===== config.mk =====
export PLATFORM = sky130hd
export DESIGN_NAME = mstd_top
export DESIGN_NICKNAME = d
export VERILOG_FILES = /design/src/mstd_pkg.sv /design/src/mstd_top.sv
export SDC_FILE = /design/constraint.sdc
export NUM_CORES = 1
export LEC_CHECK = 0
export BUFFER_PORTS_ARGS = -buffer_cell sky130_fd_sc_hd__buf_2
export CAP_MARGIN = 20
export CORE_MARGIN = 4
export CORE_UTILIZATION = 35
export CTS_CLUSTER_DIAMETER = 100
export DETAILED_ROUTE_END_ITERATION = 8
export GPL_TIMING_DRIVEN = 1
export MAX_ROUTING_LAYER = met4
export PLACE_DENSITY_LB_ADDON = 0.3
export SLEW_MARGIN = 15
export SYNTH_ARGS = -nofsm -noshare
export SYNTH_HDL_FRONTEND = slang
export SYNTH_SLANG_ARGS = --single-unit

===== constraint.sdc =====
create_clock -name aclk -period 2.6 [get_ports aclk]
set_input_delay 0.13 -clock aclk [delete_from_list [all_inputs] [get_ports aclk]]
set_output_delay 0.13 -clock aclk [all_outputs]
set_load 0.03 [all_outputs]

===== src/mstd_pkg.sv =====
// Shared constants, register map and types of the motor stall detector.
package mstd_pkg;
   // ==========================================================================
   // Register map.
   localparam logic [7:0] ctrl_off = 8'h00;
   localparam logic [7:0] inrush_off = 8'h04;
   localparam logic [7:0] reg_off = 8'h08;
   localparam logic [7:0] cmd_off = 8'h0c;
   localparam logic [7:0] status_off = 8'h10;
   localparam logic [7:0] speed_off = 8'h14;
   // ==========================================================================
   // Control, command and status field positions.
   localparam int int_vref_bit = 0;
   localparam int stall_en_bit = 1;
   localparam int stall_response_select_bit = 2;
   localparam int report_bit = 3;
   localparam int softstart_bit = 4;
   localparam int current_reg_mode_lsb = 8;
   localparam int regctl_lsb = 12;
   localparam int scale_lsb = 16;
   localparam int clear_bit = 0;
   localparam int sleep_bit = 1;
   localparam int stall_flag_bit = 0;
   localparam int latched_bit = 1;
   localparam int blank_bit = 2;
   localparam int creg_bit = 3;
   localparam int sense_bit = 4;
   localparam int vref_bit = 5;
   // ==========================================================================
   // Reset values.
   localparam logic [15:0] inrush_rst = 16'h25b8;
   localparam logic [7:0] target_rst = 8'h00;
   localparam logic [1:0] current_reg_mode_rst = 2'h0;
   localparam logic [1:0] regctl_rst = 2'h0;
   localparam logic [1:0] scale_rst = 2'h0;
   // ==========================================================================
   // Timing.
   localparam real clk_mhz = 40.0;
   localparam real tick_us = 102.4;
   localparam real base_ms = 5.0;
   localparam real adc_khz = 80.0;
   localparam int tick_cyc = int'(tick_us * clk_mhz);
   localparam int base_cyc = int'(base_ms * 1000.0 * clk_mhz);
   localparam int adc_cyc = int'(clk_mhz * 1000.0 / adc_khz);
   // ==========================================================================
   // Modes and types.
   localparam logic [1:0] current_reg_mode_off = 2'h0;
   localparam logic [1:0] current_reg_mode_inrush = 2'h1;
   localparam logic [1:0] regctl_speed = 2'h2;
   localparam logic [1:0] regctl_volt = 2'h3;
   localparam logic [1:0] axi_okay = 2'h0;
   localparam logic [1:0] axi_slverr = 2'h2;
   typedef struct packed {
      logic [1:0] scale;
      logic [1:0] regctl;
      logic [1:0] current_reg_mode;
      logic softstart;
      logic report;
      logic stall_response_select;
      logic stall_en;
      logic int_vref;
   } mstd_ctrl_t;
   typedef enum logic [1:0] {mstd_blank, mstd_watch, mstd_stalled} mstd_state_t;
endpackage


===== src/mstd_top.sv =====
// Stall detector with inrush blanking, stall response, fault pin and AXI4-Lite registers.
//
// Summary of operation
// - Reference is external pin or internal 3 V.
// - Qualified stall sets the stall flag.
// - Enable bit gates all stall detection.
// - Disabled stall, mode 01: regulate always above trip.
// - Stall means sense at or above reference.
// - Sixteen bit field blanks stall during inrush.
// - After blanking, flag stall immediately on trip.
// - Interval is 5 ms plus 102.4 us per count; the timer adds one 102.4 us tick more.
// - Soft-start ramps target over inrush interval; the softstart bit is only stored and read back, nothing ramps.
// - Restart blanking on power-up, faults, sleep, stall.
// - Response bit 0 latches bridge outputs off.
// - Response bit 1 only flags, bridge keeps driving.
// - Clear-fault write clears flag and latch.
// - After clear, blank again then redetect.
// - Report bit drives fault pin low on stall.
// - Target field and two bit speed scale.
// - Speed mode compares estimate against target.
// - Regulation converter sampled at 80 kHz.
// - Mode 01 with stall enabled regulates during inrush.
// - Code 10 speed, code 11 voltage regulation.
//
// Our own choices: the AXI4-Lite slave port and the register addresses.
`timescale 1ns/1ps
`default_nettype none
module mstd_top #(
   parameter int tick_cycles = mstd_pkg::tick_cyc,
   parameter int base_cycles = mstd_pkg::base_cyc
) (
   input wire logic aclk,
   input wire logic aresetn,
   input wire logic s_axi_awvalid,
   output logic s_axi_awready,
   input wire logic [7:0] s_axi_awaddr,
   input wire logic s_axi_wvalid,
   output logic s_axi_wready,
   input wire logic [31:0] s_axi_wdata,
   input wire logic [3:0] s_axi_wstrb,
   output logic s_axi_bvalid,
   input wire logic s_axi_bready,
   output logic [1:0] s_axi_bresp,
   input wire logic s_axi_arvalid,
   output logic s_axi_arready,
   input wire logic [7:0] s_axi_araddr,
   output logic s_axi_rvalid,
   input wire logic s_axi_rready,
   output logic [31:0] s_axi_rdata,
   output logic [1:0] s_axi_rresp,
   input wire logic sense_ge_ext_ref,
   input wire logic sense_ge_int_ref,
   input wire logic fault_event,
   input wire logic [7:0] speed_estimate,
   output logic ref_internal_sel,
   output logic bridge_outputs_enable,
   output logic current_reg_active,
   output logic fault_out_n,
   output logic [7:0] regulation_target,
   output logic [1:0] speed_scale,
   output logic speed_reg_mode,
   output logic voltage_reg_mode,
   output logic signed [8:0] speed_error,
   output logic adc_sample
);
   // ==========================================================================
   // Registers.
   mstd_pkg::mstd_ctrl_t ctrl_ff;
   logic [15:0] inrush_blank_count_ff;
   logic [7:0] target_ff;
   logic sleep_ff;
   logic aw_ff, w_ff;
   logic [7:0] awaddr_ff;
   logic [31:0] wdata_ff;
   logic [3:0] wstrb_ff;
   logic wr_go;
   logic clear_fault;
   logic bvalid_ff, rvalid_ff;
   logic [1:0] bresp_ff, rresp_ff;
   logic [31:0] rdata_ff;
   logic [31:0] nxt_rdata;
   logic nxt_rok;

   assign s_axi_awready = !aw_ff && !bvalid_ff;
   assign s_axi_wready = !w_ff && !bvalid_ff;
   assign s_axi_arready = !rvalid_ff;
   assign wr_go = aw_ff && w_ff && !bvalid_ff;
   assign clear_fault = wr_go && awaddr_ff == mstd_pkg::cmd_off && wstrb_ff[0] &&
                        wdata_ff[mstd_pkg::clear_bit];
   assign s_axi_bvalid = bvalid_ff;
   assign s_axi_bresp = bresp_ff;
   assign s_axi_rvalid = rvalid_ff;
   assign s_axi_rdata = rdata_ff;
   assign s_axi_rresp = rresp_ff;

   always_ff @(posedge aclk) begin
      if (!aresetn) begin
         aw_ff <= 1'b0;
         w_ff <= 1'b0;
         awaddr_ff <= 8'h00;
         wdata_ff <= 32'h0;
         wstrb_ff <= 4'h0;
      end else begin
         if (s_axi_awvalid && s_axi_awready) begin
            aw_ff <= 1'b1;
            awaddr_ff <= s_axi_awaddr;
         end else if (wr_go) begin
            aw_ff <= 1'b0;
         end
         if (s_axi_wvalid && s_axi_wready) begin
            w_ff <= 1'b1;
            wdata_ff <= s_axi_wdata;
            wstrb_ff <= s_axi_wstrb;
         end else if (wr_go) begin
            w_ff <= 1'b0;
         end
      end
   end

   always_ff @(posedge aclk) begin
      if (!aresetn) begin
         bvalid_ff <= 1'b0;
         bresp_ff <= mstd_pkg::axi_okay;
      end else if (wr_go) begin
         bvalid_ff <= 1'b1;
         unique case (awaddr_ff)
            mstd_pkg::ctrl_off, mstd_pkg::inrush_off, mstd_pkg::reg_off, mstd_pkg::cmd_off,
            mstd_pkg::status_off, mstd_pkg::speed_off: bresp_ff <= mstd_pkg::axi_okay;
            default: bresp_ff <= mstd_pkg::axi_slverr;
         endcase
      end else if (s_axi_bready) begin
         bvalid_ff <= 1'b0;
      end
   end

   always_ff @(posedge aclk) begin
      if (!aresetn) begin
         ctrl_ff <= '{scale: mstd_pkg::scale_rst, regctl: mstd_pkg::regctl_rst,
                      current_reg_mode: mstd_pkg::current_reg_mode_rst, default: 1'b0};
         inrush_blank_count_ff <= mstd_pkg::inrush_rst;
         target_ff <= mstd_pkg::target_rst;
         sleep_ff <= 1'b0;
      end else if (wr_go) begin
         if (awaddr_ff == mstd_pkg::ctrl_off) begin
            if (wstrb_ff[0]) begin
               ctrl_ff.int_vref <= wdata_ff[mstd_pkg::int_vref_bit];
               ctrl_ff.stall_en <= wdata_ff[mstd_pkg::stall_en_bit];
               ctrl_ff.stall_response_select <= wdata_ff[mstd_pkg::stall_response_select_bit];
               ctrl_ff.report <= wdata_ff[mstd_pkg::report_bit];
               ctrl_ff.softstart <= wdata_ff[mstd_pkg::softstart_bit];
            end
            if (wstrb_ff[1]) begin
               ctrl_ff.current_reg_mode <= wdata_ff[mstd_pkg::current_reg_mode_lsb +: 2];
               ctrl_ff.regctl <= wdata_ff[mstd_pkg::regctl_lsb +: 2];
            end
            if (wstrb_ff[2]) begin
               ctrl_ff.scale <= wdata_ff[mstd_pkg::scale_lsb +: 2];
            end
         end
         if (awaddr_ff == mstd_pkg::inrush_off) begin
            if (wstrb_ff[0]) begin
               inrush_blank_count_ff[7:0] <= wdata_ff[7:0];
            end
            if (wstrb_ff[1]) begin
               inrush_blank_count_ff[15:8] <= wdata_ff[15:8];
            end
         end
         if (awaddr_ff == mstd_pkg::reg_off && wstrb_ff[0]) begin
            target_ff <= wdata_ff[7:0];
         end
         if (awaddr_ff == mstd_pkg::cmd_off && wstrb_ff[0]) begin
            sleep_ff <= wdata_ff[mstd_pkg::sleep_bit];
         end
      end
   end

   // ==========================================================================
   // Comparator synchronisers and reference choice.
   logic [2:0] ext_sync_ff, int_sync_ff, flt_sync_ff;
   logic ext_ff, int_ff, flt_ff;
   logic trip;
   logic fault_rise;

   always_ff @(posedge aclk) begin
      if (!aresetn) begin
         ext_sync_ff <= 3'h0;
         int_sync_ff <= 3'h0;
         flt_sync_ff <= 3'h0;
         ext_ff <= 1'b0;
         int_ff <= 1'b0;
         flt_ff <= 1'b0;
      end else begin
         ext_sync_ff <= {ext_sync_ff[1:0], sense_ge_ext_ref};
         int_sync_ff <= {int_sync_ff[1:0], sense_ge_int_ref};
         flt_sync_ff <= {flt_sync_ff[1:0], fault_event};
         if (ext_sync_ff[1] == ext_sync_ff[2]) begin
            ext_ff <= ext_sync_ff[2];
         end
         if (int_sync_ff[1] == int_sync_ff[2]) begin
            int_ff <= int_sync_ff[2];
         end
         if (flt_sync_ff[1] == flt_sync_ff[2]) begin
            flt_ff <= flt_sync_ff[2];
         end
      end
   end

   // Sense at or above the chosen reference is the trip condition.
   assign trip = ctrl_ff.int_vref ? int_ff : ext_ff;
   assign fault_rise = flt_sync_ff[2] && !flt_ff && flt_sync_ff[1];

   // ==========================================================================
   // Inrush blanking timer and stall state.
   mstd_pkg::mstd_state_t state_ff;
   logic [31:0] base_cnt_ff;
   logic [15:0] tick_cnt_ff;
   logic [15:0] blank_cnt_ff;
   logic in_base_ff;
   logic stall_flag_ff;
   logic restart;
   logic blank_done;
   logic sleep_d_ff;

   // Blanking restarts on a fault, on leaving sleep, and on stall recovery.
   assign restart = fault_rise || (sleep_d_ff && !sleep_ff) || clear_fault;
   assign blank_done = !in_base_ff && blank_cnt_ff == inrush_blank_count_ff &&
                       tick_cnt_ff == 16'(tick_cycles - 1);

   always_ff @(posedge aclk) begin
      if (!aresetn) begin
         sleep_d_ff <= 1'b0;
      end else begin
         sleep_d_ff <= sleep_ff;
      end
   end

   // The interval is a fixed base plus one tick per count and one tick more; the count is read
   // live, so reprogramming it mid-interval moves the end point.
   always_ff @(posedge aclk) begin
      if (!aresetn) begin
         base_cnt_ff <= 32'h0;
         tick_cnt_ff <= 16'h0;
         blank_cnt_ff <= 16'h0;
         in_base_ff <= 1'b1;
      end else if (restart || state_ff != mstd_pkg::mstd_blank || sleep_ff) begin
         base_cnt_ff <= 32'h0;
         tick_cnt_ff <= 16'h0;
         blank_cnt_ff <= 16'h0;
         in_base_ff <= 1'b1;
      end else if (in_base_ff) begin
         base_cnt_ff <= base_cnt_ff + 32'h1;
         if (base_cnt_ff == 32'(base_cycles - 1)) begin
            in_base_ff <= 1'b0;
         end
      end else if (tick_cnt_ff == 16'(tick_cycles - 1)) begin
         tick_cnt_ff <= 16'h0;
         blank_cnt_ff <= blank_cnt_ff + 16'h1;
      end else begin
         tick_cnt_ff <= tick_cnt_ff + 16'h1;
      end
   end

   always_ff @(posedge aclk) begin
      if (!aresetn) begin
         state_ff <= mstd_pkg::mstd_blank;
      end else if (restart || sleep_ff) begin
         state_ff <= mstd_pkg::mstd_blank;
      end else begin
         unique case (state_ff)
            mstd_pkg::mstd_blank: if (blank_done) begin
               state_ff <= mstd_pkg::mstd_watch;
            end
            mstd_pkg::mstd_watch: if (ctrl_ff.stall_en && trip) begin
               state_ff <= mstd_pkg::mstd_stalled;
            end
            mstd_pkg::mstd_stalled: state_ff <= mstd_pkg::mstd_stalled;
         endcase
      end
   end

   // A stall in the same cycle as a clear is dropped: the clear wins and sends the
   // machine back to blanking, so the event is lost to it and must trip again after blanking.
   always_ff @(posedge aclk) begin
      if (!aresetn) begin
         stall_flag_ff <= 1'b0;
      end else if (state_ff == mstd_pkg::mstd_watch && ctrl_ff.stall_en && trip && !restart) begin
         stall_flag_ff <= 1'b1;
      end else if (clear_fault) begin
         stall_flag_ff <= 1'b0;
      end
   end

   // ==========================================================================
   // Pin outputs.
   logic nxt_creg;
   always_comb begin
      unique case (ctrl_ff.current_reg_mode)
         mstd_pkg::current_reg_mode_off: nxt_creg = 1'b0;
         mstd_pkg::current_reg_mode_inrush: nxt_creg = trip && (!ctrl_ff.stall_en ||
                                          state_ff == mstd_pkg::mstd_blank);
         default: nxt_creg = trip;
      endcase
   end

   logic [$clog2(mstd_pkg::adc_cyc)-1:0] adc_cnt_ff;
   always_ff @(posedge aclk) begin
      if (!aresetn) begin
         adc_cnt_ff <= '0;
         adc_sample <= 1'b0;
      end else begin
         adc_sample <= adc_cnt_ff == '0;
         adc_cnt_ff <= (adc_cnt_ff == ($clog2(mstd_pkg::adc_cyc))'(mstd_pkg::adc_cyc - 1)) ? '0 :
                       adc_cnt_ff + 1'b1;
      end
   end

   always_ff @(posedge aclk) begin
      if (!aresetn) begin
         ref_internal_sel <= 1'b0;
         bridge_outputs_enable <= 1'b1;
         current_reg_active <= 1'b0;
         fault_out_n <= 1'b1;
         regulation_target <= mstd_pkg::target_rst;
         speed_scale <= mstd_pkg::scale_rst;
         speed_reg_mode <= 1'b0;
         voltage_reg_mode <= 1'b0;
         speed_error <= 9'sh0;
      end else begin
         ref_internal_sel <= ctrl_ff.int_vref;
         // Outputs stay latched off only while a latched-mode stall is held.
         bridge_outputs_enable <= !(state_ff == mstd_pkg::mstd_stalled &&
                                    !ctrl_ff.stall_response_select);
         current_reg_active <= nxt_creg;
         fault_out_n <= !(ctrl_ff.report && stall_flag_ff);
         regulation_target <= target_ff;
         speed_scale <= ctrl_ff.scale;
         speed_reg_mode <= ctrl_ff.regctl == mstd_pkg::regctl_speed;
         voltage_reg_mode <= ctrl_ff.regctl == mstd_pkg::regctl_volt;
         if (adc_cnt_ff == '0) begin
            speed_error <= $signed({1'b0, target_ff}) - $signed({1'b0, speed_estimate});
         end
      end
   end

   // ==========================================================================
   // Register read.
   always_comb begin
      nxt_rdata = 32'h0;
      nxt_rok = 1'b1;
      unique case (s_axi_araddr)
         mstd_pkg::ctrl_off: nxt_rdata = {14'h0, ctrl_ff.scale, 2'h0, ctrl_ff.regctl, 2'h0,
                                          ctrl_ff.current_reg_mode, 3'h0, ctrl_ff.softstart, ctrl_ff.report,
                                          ctrl_ff.stall_response_select, ctrl_ff.stall_en, ctrl_ff.int_vref};
         mstd_pkg::inrush_off: nxt_rdata = {16'h0, inrush_blank_count_ff};
         mstd_pkg::reg_off: nxt_rdata = {24'h0, target_ff};
         mstd_pkg::cmd_off: nxt_rdata = {30'h0, sleep_ff, 1'b0};
         mstd_pkg::status_off: nxt_rdata = {26'h0, int_ff, ext_ff, current_reg_active,
                                            state_ff == mstd_pkg::mstd_blank,
                                            !bridge_outputs_enable, stall_flag_ff};
         mstd_pkg::speed_off: nxt_rdata = {24'h0, speed_estimate};
         default: nxt_rok = 1'b0;
      endcase
   end

   always_ff @(posedge aclk) begin
      if (!aresetn) begin
         rvalid_ff <= 1'b0;
         rdata_ff <= 32'h0;
         rresp_ff <= mstd_pkg::axi_okay;
      end else if (s_axi_arvalid && s_axi_arready) begin
         rvalid_ff <= 1'b1;
         rdata_ff <= nxt_rdata;
         rresp_ff <= nxt_rok ? mstd_pkg::axi_okay : mstd_pkg::axi_slverr;
      end else if (s_axi_rready) begin
         rvalid_ff <= 1'b0;
      end
   end
endmodule
`default_nettype wire


==> results of run 1 <==
-- cells in the final DEF (no fill, tap or decap), drive strengths merged, types with 4 or more instances in the layout --
master,synthesis,layout
dfxtp,205,205
buf,30,121
nand2,117,117
nor2,115,115
a21oi,63,63
mux2i,48,48
xnor2,46,46
inv,39,39
nand3,39,39
dlygate4sd3,0,38
clkbuf,30,38
o21ai,31,31
and2,27,27
nand4,20,20
nor3,17,17
xor2,16,16
ha,16,16
conb,1,16
nor4,16,16
or3,15,15
and3,14,14
a31oi,10,10
nor2b,8,8
nand2b,8,8
a22oi,7,7
o21a,7,7
a21o,7,7
and4,6,6
nand3b,5,5
mux4,5,5
nand4b,4,4
o41ai,4,4
or2,4,4
-- logic make-up after synthesis --
group	Yosys count	share of synthesized area
buf+inv	99	0.0507
fa+ha+maj	17	0.0246
compound gates	143	0.0940
mux	54	0.0674
flops	205	0.458
other cells	1	0.000419
simple gates	430	0.244
xor+xnor	62	0.0606
-- worst max-delay path by stage --
| stage | from | end | slack [ns] | cells past startpoint |
|---|---|---|---|---|
| after floorplan | tick_cnt_ff[0]$_SDFFE_PP0N_ | blank_cnt_ff[15]$_SDFFE_PP0P_ | 0.64 | 7 |
| after global routing | tick_cnt_ff[0]$_SDFFE_PP0N_ | blank_cnt_ff[10]$_SDFFE_PP0P_ | 0.39 | 6 |
| after detailed placement | tick_cnt_ff[1]$_SDFFE_PP0N_ | blank_cnt_ff[14]$_SDFFE_PP0P_ | 0.57 | 6 |
| final | tick_cnt_ff[1]$_SDFFE_PP0N_ | blank_cnt_ff[12]$_SDFFE_PP0P_ | 0.57 | 6 |
| after CTS | in_base_ff$_SDFF_PP1_ | base_cnt_ff[31]$_SDFFE_PP0P_ | 0.56 | 5 |
| after global placement | awaddr_ff[1]$_SDFFE_PN0P_ | ctrl_ff[5]$_SDFFE_PN0P_ | 0.60 | 5 |
-- metrics by stage --
step,hold slack [ns],util,setup WS (ns)
after floorplan,0.257,-,0.640
after global placement,0.336,0.389,0.604
after detailed placement,0.343,0.389,0.566
after CTS,0.0304,0.437,0.560
after global routing,0.0587,0.437,0.390
final,0.0451,0.437,0.572
-- repair_timing --
item	4_1_cts	5_1_grt
endpoints found under the setup margin	0	0
gates resized for setup	0	0
buffers inserted	0	0
hold buffers	38	0
endpoints found under the hold margin	39	0
-- sequential cells by signal, indices dropped and copies added, names as in the netlist, 8 cells and up --
signal and cells:
wdata_ff 18, blank_cnt_ff 16, regulation_target 8, base_cnt_ff 32, speed_error 9, awaddr_ff 8
adc_cnt_ff 9, target_ff 8, tick_cnt_ff 16, ctrl_ff 11, inrush_blank_count_ff 16, s_axi_rdata 18
-- cells in the mapped netlist (all sizes together) (10+ instances only) --
master / n / area share
dfxtp: 205 / 0.46
nand2: 117 / 0.050
nor2: 115 / 0.048
a21oi: 63 / 0.035
mux2i: 48 / 0.054
xnor2: 46 / 0.045
inv: 39 / 0.016
nand3: 39 / 0.022
o21ai: 31 / 0.017
buf: 30 / 0.022
clkbuf: 30 / 0.013
and2: 27 / 0.019
nand4: 20 / 0.014
nor3: 17 / 0.011
ha: 16 / 0.022
nor4: 16 / 0.015
xor2: 16 / 0.016
or3: 15 / 0.011
and3: 14 / 0.0098
a31oi: 10 / 0.0070
-- worst max-delay path, stage by stage (launching register included) --
cell,delay (ns)
dfxtp_1,0.40
ha_1,0.24
and4b_1,0.25
nand4_1,0.19
nor4_2,0.58
a21o_1,0.20
a21oi_1,0.05
-- power groups by stage --
stage | logic (W) | clock network, W | registers, W
4_1_cts | 0.000526 | 0.00355 | 0.00327
5_1_grt | 0.000576 | 0.00368 | 0.00327
3_5_place_dp | 0.000481 | 0 | 0.00333
6_report | 0.000520 | 0.00347 | 0.00327
2_1_floorplan | 0.000300 | 0 | 0.00336
3_3_place_gp | 0.000478 | 0 | 0.00333
-- routing by layer --
| metal | GRT usage | part of all wire | up-vias |
|---|---|---|---|
| li1 | - | - | 3736 |
| met1 | 0.209 | 0.48 | 3368 |
| met2 | 0.238 | 0.45 | 150 |
| met3 | 0.0282 | 0.051 | 30 |
| met4 | 0.0328 | 0.020 | 0 |
| met5 | - | 0 | - |
-- cell type report --
| class | count | share of cell area |
|---|---|---|
| Multi-Input combinational cell | 722 | 0.405 |
| Sequential cell | 205 | 0.373 |
| Timing Repair Buffer | 159 | 0.0955 |
| Clock buffer | 38 | 0.0648 |
| Tap cell | 330 | 0.0375 |
| Inverter | 39 | 0.0133 |
| Clock inverter | 6 | 0.0106 |
| Antenna cell | 1 | 0.000227 |
==> reports/results.ini, run 1 <==
[cells_and_area]
nFillCells=2476
finalInstanceArea_mm2=0.0110
nets=1238
multi_input_area_mm2=0.00446
fin_cells=1500
drive_gt1_frac=0.152
seqCellArea_mm2=0.00410
area_delta_synth_final_pct=22.8

[place]
placed_area_mm2=0.00979
port_buffers=105
hpwl_mm=15.3
place.gp.congestion=0.798
dp.cells=1417

[logic_synthesis]
synth.distinct_cells=64
netlist_area_mm2=0.00896
ys_seq_area_frac=0.458
synth_cells=1011
synth_area_per_cell_um2=8.86
synth_edf_count=0
synth_seq_cells=205
yosys_warnings=0
synth_flop_cell=dfxtp_1
async_flop_share=0

[worst_hold_path]
min_from=speed_estimate[1]
hold_class=in2reg
min_to=speed_error[1]$_SDFFE_PN0P_
hold-path-cell-count=3

[setup_path]
r2r_cells=6
r2r_start=tick_cnt_ff[1]$_SDFFE_PP0N_
crit_type=reg2reg
crit_required_ns=2.99
crit_path_end_kind=flip-flop
path_max_fanout=6
ff2ff_setup_slack_ns=0.57
critPathArrivalTime_ns=2.42
r2r_end=blank_cnt_ff[12]$_SDFFE_PP0P_
crit_path_start_kind=flip-flop

[timing]
max_freq_ghz=0.493
maxSlewViolCount=0
slew_headroom=0.405
fin_setup_tns_ns=0
skew_ns=0.0171
min_period_ns=2.03
rsz0062_at_grt=no
finalCritPeriodShare=0.780
worst_slew_pin_slew_ns=0.890
hold_viol=0
setup_viol=0

[route]
wl_per_cell_um=14.4
vias=7284
drc_errors=0
vias_per_cell=4.86
final_antenna_net_count=0
wl_mm=21.6
dr.pass1.iters=5
drtIter0Drc=411

[run_status]
status=finished clean

[global_routing]
grt_usage=0.153
grt_remaining_overflow=0
grt_pass1_vias=6848
grt_pass1_wl_mm=35.4
grt_max_degree=83
antenna_found_initial=1

[power_and_ir_drop]
seqPwrFrac=0.450
p_leak_nw=4.48
sw_frac_of_total=0.230
p_comb_frac=0.072
ir_drop_uv=382
p_clk_frac=0.478
p_sw_w=0.00167
total_power_w=0.00725
p_int_w=0.00558
p_per_area_mw_per_mm2=659

[cts]
clk-insertion-delay-late_ns=0.51
htree_num_levels=1
clock_sinks=205
cts_root_buf=clkbuf_16
clk_pin_slew_worst_paths_ns=0.06
cts_buffers=24
cts_tree=yes
cts.path.max_buffers=3

[floorplan]
die_height_um=168
core_area_mm2=0.0252
dieArea_mm2=0.0282
start_util=0.356
ioPinCount=137
rows=58
die_w_um=168

[job]
drv_cap=0

Note: power is estimated with default switching activity, not from simulation.
==> run 2: changes to the inputs <==
==> constraint.sdc (replaced) <==
create_clock -name aclk -period 1.75 [get_ports aclk]
set_input_delay 0.0875 -clock aclk [delete_from_list [all_inputs] [get_ports aclk]]
set_output_delay 0.0875 -clock aclk [all_outputs]
set_load 0.03 [all_outputs]
==> run 2 against run 1 <==
The flow now finishes with violations (negative setup slack). Worst hold slack got worse by 0.024 ns. Maximum frequency increased by 6.9%. Clock-buffer cell count decreased by 3. Routed wire length is 7.9% higher. Via count is 4.6% higher. Critical path depth up 1. Die area unchanged. Total power up 40%. Design area increased by 7.4%. Combinational power up 78%. First-iteration DRC count is 13% higher. Register-to-register slack got worse by 0.72 ns. Critical path type unchanged. Critical endpoint is now blank_cnt_ff[1]$_SDFFE_PP0P_. Largest cell class unchanged. Largest power group is now registers.
==> reports/results.ini, run 2 (same netlist as run 1, synthesis figures left out) <==
[cells_and_area]
nFillCells=2446
largest_reg_flops=32
finalInstanceArea_mm2=0.0118
area_delta_synth_final_pct=31.9
nets=1326
diodes=0
final_cell_mix=dfxtp_1 (197), nand2_1 (114), nor2_1 (112)
drive_gt1_frac=0.232
final_common_cell=dfxtp_1
regMostFlops=base_cnt_ff

[cts]
clk-insertion-delay-late_ns=0.51
cts_tree=yes
cts_buffers=23
htree_num_levels=1
cts.path.max_buffers=3
cts_root_buf=clkbuf_16
clk_pin_slew_worst_paths_ns=0.06
clock_sinks=205

[setup_path]
ff2ff_setup_slack_ns=-0.15
crit_type=reg2reg
crit_required_ns=2.14
path_max_fanout=5
startpoint=awaddr_ff[1]$_SDFFE_PN0P_
r2r_start=awaddr_ff[1]$_SDFFE_PN0P_
r2r_cells=7
crit_path_end_kind=flip-flop
crit_path_start_kind=flip-flop
critPathArrivalTime_ns=2.29
cp-endpoint=blank_cnt_ff[1]$_SDFFE_PP0P_
r2r_end=blank_cnt_ff[1]$_SDFFE_PP0P_

[timing]
worst_slew_pin_slew_ns=0.554
slew_headroom=0.628
max_freq_ghz=0.527
maxSlewViolCount=0
rsz0062_at_grt=yes
skew_ns=0.0158
finalCritPeriodShare=1.08
min_period_ns=1.90
layout_setup_ws_ns=-0.148
setup_viol=77
hold_viol=0

[floorplan]
die_height_um=168
ioPinCount=137
core_area_mm2=0.0252
dieArea_mm2=0.0282
die_w_um=168
start_util=0.356
rows=58

[power_and_ir_drop]
ir_drop_uv=604
p_per_area_mw_per_mm2=858
total_power_w=0.0101
p_leak_nw=4.94

[job]
drv_cap=0

[global_routing]
antenna_found_initial=0
grt_usage=0.163
grt_remaining_overflow=0
grt_max_degree=37
grt_pass1_wl_mm=37.7
grt_pass1_vias=7415

[run_status]
violations=negative setup slack
status=finished with violations

[route]
vias=7618
drtIter0Drc=464
wl_per_cell_um=14.7
dr.pass1.iters=5
drc_errors=0
wl_mm=23.3
final_antenna_net_count=0
vias_per_cell=4.81

[worst_hold_path]
hold_class=in2reg

[place]
placed_area_mm2=0.0104
place.gp.congestion=0.809
hpwl_mm=16.5
place_ws_ns=-0.159
port_buffers=105

==> run 2: cell count changes in the layout (fill, tap and decap cells not counted), sizes merged <==
cell and delta:
diode -1, inv +1, buf +85, clkbuf +1
bufinv -3
==> run 2: worst min-delay path by stage <==
stage,startpoint,endpoint,slack (ns),cells after the start
6_report,speed_estimate[7],speed_error[8]$_SDFFE_PN0P_,0.02,4
2_1_floorplan,sense_ge_ext_ref,ext_sync_ff[0]$_SDFF_PN0_,0.21,1
3_5_place_dp,sense_ge_int_ref,int_sync_ff[0]$_SDFF_PN0_,0.31,2
4_1_cts,speed_estimate[7],speed_error[8]$_SDFFE_PN0P_,0.01,4
3_3_place_gp,sense_ge_int_ref,int_sync_ff[0]$_SDFF_PN0_,0.31,2
5_1_grt,speed_estimate[7],speed_error[8]$_SDFFE_PN0P_,0.03,4
==> run 2: stage by stage <==
step	setup TNS [ns]	hold slack [ns]	std cells	util
after global routing	-13.78	0.0288	1583	0.469
final	-6.02	0.0215	1583	0.469
after global placement	-1.87	0.306	1492	0.413
after CTS	-7.79	0.0128	1574	0.460
after floorplan	-0.569	0.215	1026	-
after detailed placement	-3.61	0.306	1492	0.413
==> run 2: layer usage <==
metal | global-route usage | share of wire | up-vias
li1 | - | - | 3900
met1 | 0.217 | 0.48 | 3519
met2 | 0.267 | 0.46 | 172
met3 | 0.0247 | 0.046 | 27
met4 | 0.0314 | 0.016 | 0
met5 | - | 0 | -
==> run 2: what timing repair did <==
action,4_1_cts,5_1_grt
hold endpoints to repair,38,0
gates cloned,2,6
setup buffers,3,6
endpoints found under the setup margin,90,109
hold buffers,38,0
pin swaps,3,14
resized for setup,20,31
==> run 2: layout make-up <==
type	count	area, um2	share of cell area
clock buffers	35	641	0.0542
clock inverters	4	27.5	0.00233
flip-flops and latches	205	4120	0.349
inverters	39	146	0.0124
well taps	330	413	0.0349
repair buffers	248	1890	0.160
multi-input cells	722	4590	0.388
==> run 2: worst max-delay path, stage by stage, from the launching register on <==
cell and delay (ns):
dfxtp_1 0.31, or4_4 0.57, nor4_4 0.33, nor2_2 0.09, nand2_4 0.13, buf_8 0.15, clkbuf_16 0.15, nor2_1 0.04
==> run 2: report_power, final <==
part | leakage, nW | switching, W | internal [W]
sequential | 1.66 | 0.0000727 | 0.00477
combinational | 2.95 | 0.000540 | 0.000386
clock | 0.326 | 0.00186 | 0.00251
total | 4.94 | 0.00247 | 0.00767
==> run 3: changes to the inputs <==
--- a/config.mk
+++ b/config.mk
@@ -5,7 +5,7 @@
 export SDC_FILE = /design/constraint.sdc
 export NUM_CORES = 1
 export LEC_CHECK = 0
-export BUFFER_PORTS_ARGS = -buffer_cell sky130_fd_sc_hd__buf_2
+export BUFFER_PORTS_ARGS = -buffer_cell sky130_fd_sc_hd__buf_4
 export CAP_MARGIN = 20
 export CORE_MARGIN = 4
 export CORE_UTILIZATION = 35
==> run 3 against run 2 <==
The run still ends with negative setup slack left. Register-to-register slack improved by 0.05 ns. Total power rose by 6.2%. Design area rose by 3.8%. Die area did not move. Global-route usage rose by 0.37 points. Final cell count rose by 0.51%. First-iteration DRC count fell by 3.4%. Largest cell class unchanged. Highest routed layer unchanged.
==> reports/results.ini, run 3 (same netlist as run 1, synthesis figures left out) <==
[power_and_ir_drop]
ir_drop_uv=608
p_per_area_mw_per_mm2=878
total_power_w=0.0108
p_leak_nw=5.08

[floorplan]
core_area_mm2=0.0252
dieArea_mm2=0.0282
start_util=0.356
ioPinCount=137
die_w_um=168
die_height_um=168
rows=58

[cts]
clock_sinks=205
clk_pin_slew_worst_paths_ns=0.06
htree_num_levels=1
cts_tree=yes
cts_buffers=23
clk-insertion-delay-late_ns=0.51
cts.path.max_buffers=3
cts_root_buf=clkbuf_16

[global_routing]
grt_max_degree=37
antenna_found_initial=0
grt_remaining_overflow=0
grt_pass1_wl_mm=38.4
grt_pass1_vias=7502
grt_usage=0.167

[cells_and_area]
final_common_cell=dfxtp_1
area_delta_synth_final_pct=36.9
largest_reg_flops=32
diodes=0
drive_gt1_frac=0.243
nets=1331
regMostFlops=base_cnt_ff
final_cell_mix=dfxtp_1 (196), buf_4 (193), nand2_1 (113)

[timing]
layout_setup_ws_ns=-0.101
hold_viol=0
finalCritPeriodShare=1.06
skew_ns=0.0150
min_period_ns=1.85
setup_viol=79
maxSlewViolCount=0
slew_headroom=0.621
hold_ws_ns=0.0270
fin_setup_tns_ns=-4.13
worst_slew_pin_slew_ns=0.565
rsz0062_at_grt=yes
max_freq_ghz=0.540

[run_status]
status=finished with violations
violations=negative setup slack

[place]
place.gp.congestion=0.827
port_buffers=105
hpwl_mm=16.4

[route]
dr.pass1.iters=6
vias_per_cell=4.82
vias=7668
drtIter0Drc=448
drc_errors=0
final_antenna_net_count=0
wl_per_cell_um=14.8
wl_mm=23.6

[setup_path]
startpoint=awaddr_ff[1]$_SDFFE_PN0P_
cp-endpoint=target_ff[0]$_SDFFE_PN0P_
slowest_delay_ns=0.55
path_max_fanout=8
crit_path_start_kind=flip-flop
crit_path_end_kind=flip-flop
crit_type=reg2reg
slowest_stage=or4_4
r2r_cells=6
critPathArrivalTime_ns=2.23
crit_required_ns=2.12
r2r_start=awaddr_ff[1]$_SDFFE_PN0P_
crit_chain=or4_4 -> nor3_4 -> and4b_1 -> buf_12 -> mux2i_1 -> nor2_1
ff2ff_setup_slack_ns=-0.10
r2r_end=target_ff[0]$_SDFFE_PN0P_

[worst_hold_path]
hold_class=in2reg

[job]
drv_cap=0

==> run 3: cell count changes in the layout (fill, tap and decap cells not counted), moves of 3 or more <==
cell,delta
buf_4,+111
buf_2,-105
clkbuf_1,-6
buf_6,-4
buf_16,+3
bufinv_16,+3
clkinv_2,+3
clkinvlp_4,+3
==> run 3: final cells by class <==
| class | count | area [um2] |
|---|---|---|
| multi-input combinational | 722 | 4600 |
| clock inverter | 13 | 155 |
| timing repair buffer | 253 | 2210 |
| clock buffer | 29 | 618 |
| fill | 2420 | 12900 |
| tap | 330 | 413 |
| sequential | 205 | 4120 |
| inverter | 39 | 146 |
==> run 3: per-stage QoR <==
step | cells | setup slack [ns] | utilization | area, um2
after global placement | 1489 | -0.0968 | 0.423 | 10600
final | 1591 | -0.101 | 0.487 | 12300
after global routing | 1591 | -0.180 | 0.487 | 12300
after CTS | 1578 | -0.101 | 0.477 | 12000
after floorplan | 1026 | -0.116 | - | 9050
after detailed placement | 1489 | -0.121 | 0.423 | 10600
==> run 3: worst min path at each step <==
stage | cells after the start | slack [ns] | endpoint | start
after floorplan | 1 | 0.21 | ext_sync_ff[0]$_SDFF_PN0_ | sense_ge_ext_ref
after global placement | 2 | 0.31 | flt_sync_ff[0]$_SDFF_PN0_ | fault_event
after detailed placement | 2 | 0.31 | flt_sync_ff[0]$_SDFF_PN0_ | fault_event
after CTS | 3 | 0.008 | s_axi_rdata[7]$_SDFFE_PN0P_ | s_axi_araddr[3]
after global routing | 3 | 0.03 | speed_error[1]$_SDFFE_PN0P_ | speed_estimate[1]
final | 3 | 0.03 | speed_error[1]$_SDFFE_PN0P_ | speed_estimate[1]
==> run 3: report_power, final <==
part	internal [W]	switching (W)	total, W
Sequential	0.00477	0.0000701	0.00484
Combinational	0.000454	0.000540	0.000994
Clock	0.00296	0.00198	0.00494
Total	0.00818	0.00259	0.0108
==> run 3: critical path, delay by kind of cell (launching register included) <==
family	cells	cell delay (ns)
mux	1	0.18
buf+inv	1	0.14
simple gates	4	1.09
flops	1	0.31
==> run 3: per-layer routing <==
layer,GRT usage,routed length (um)
met1,0.221,11000
met5,-,0
met3,0.0261,1190
met2,0.273,11100
met4,0.0346,323
==> run 3: timing repair <==
action                                  in CTS  in global routing
hold buffers                                40                  0
endpoints found under the setup margin      86                110
setup buffers                                4                 10
pin swaps                                    5                 16
cloned                                       3                  4
resized for setup                           23                 30
hold endpoints to repair                    45                  0
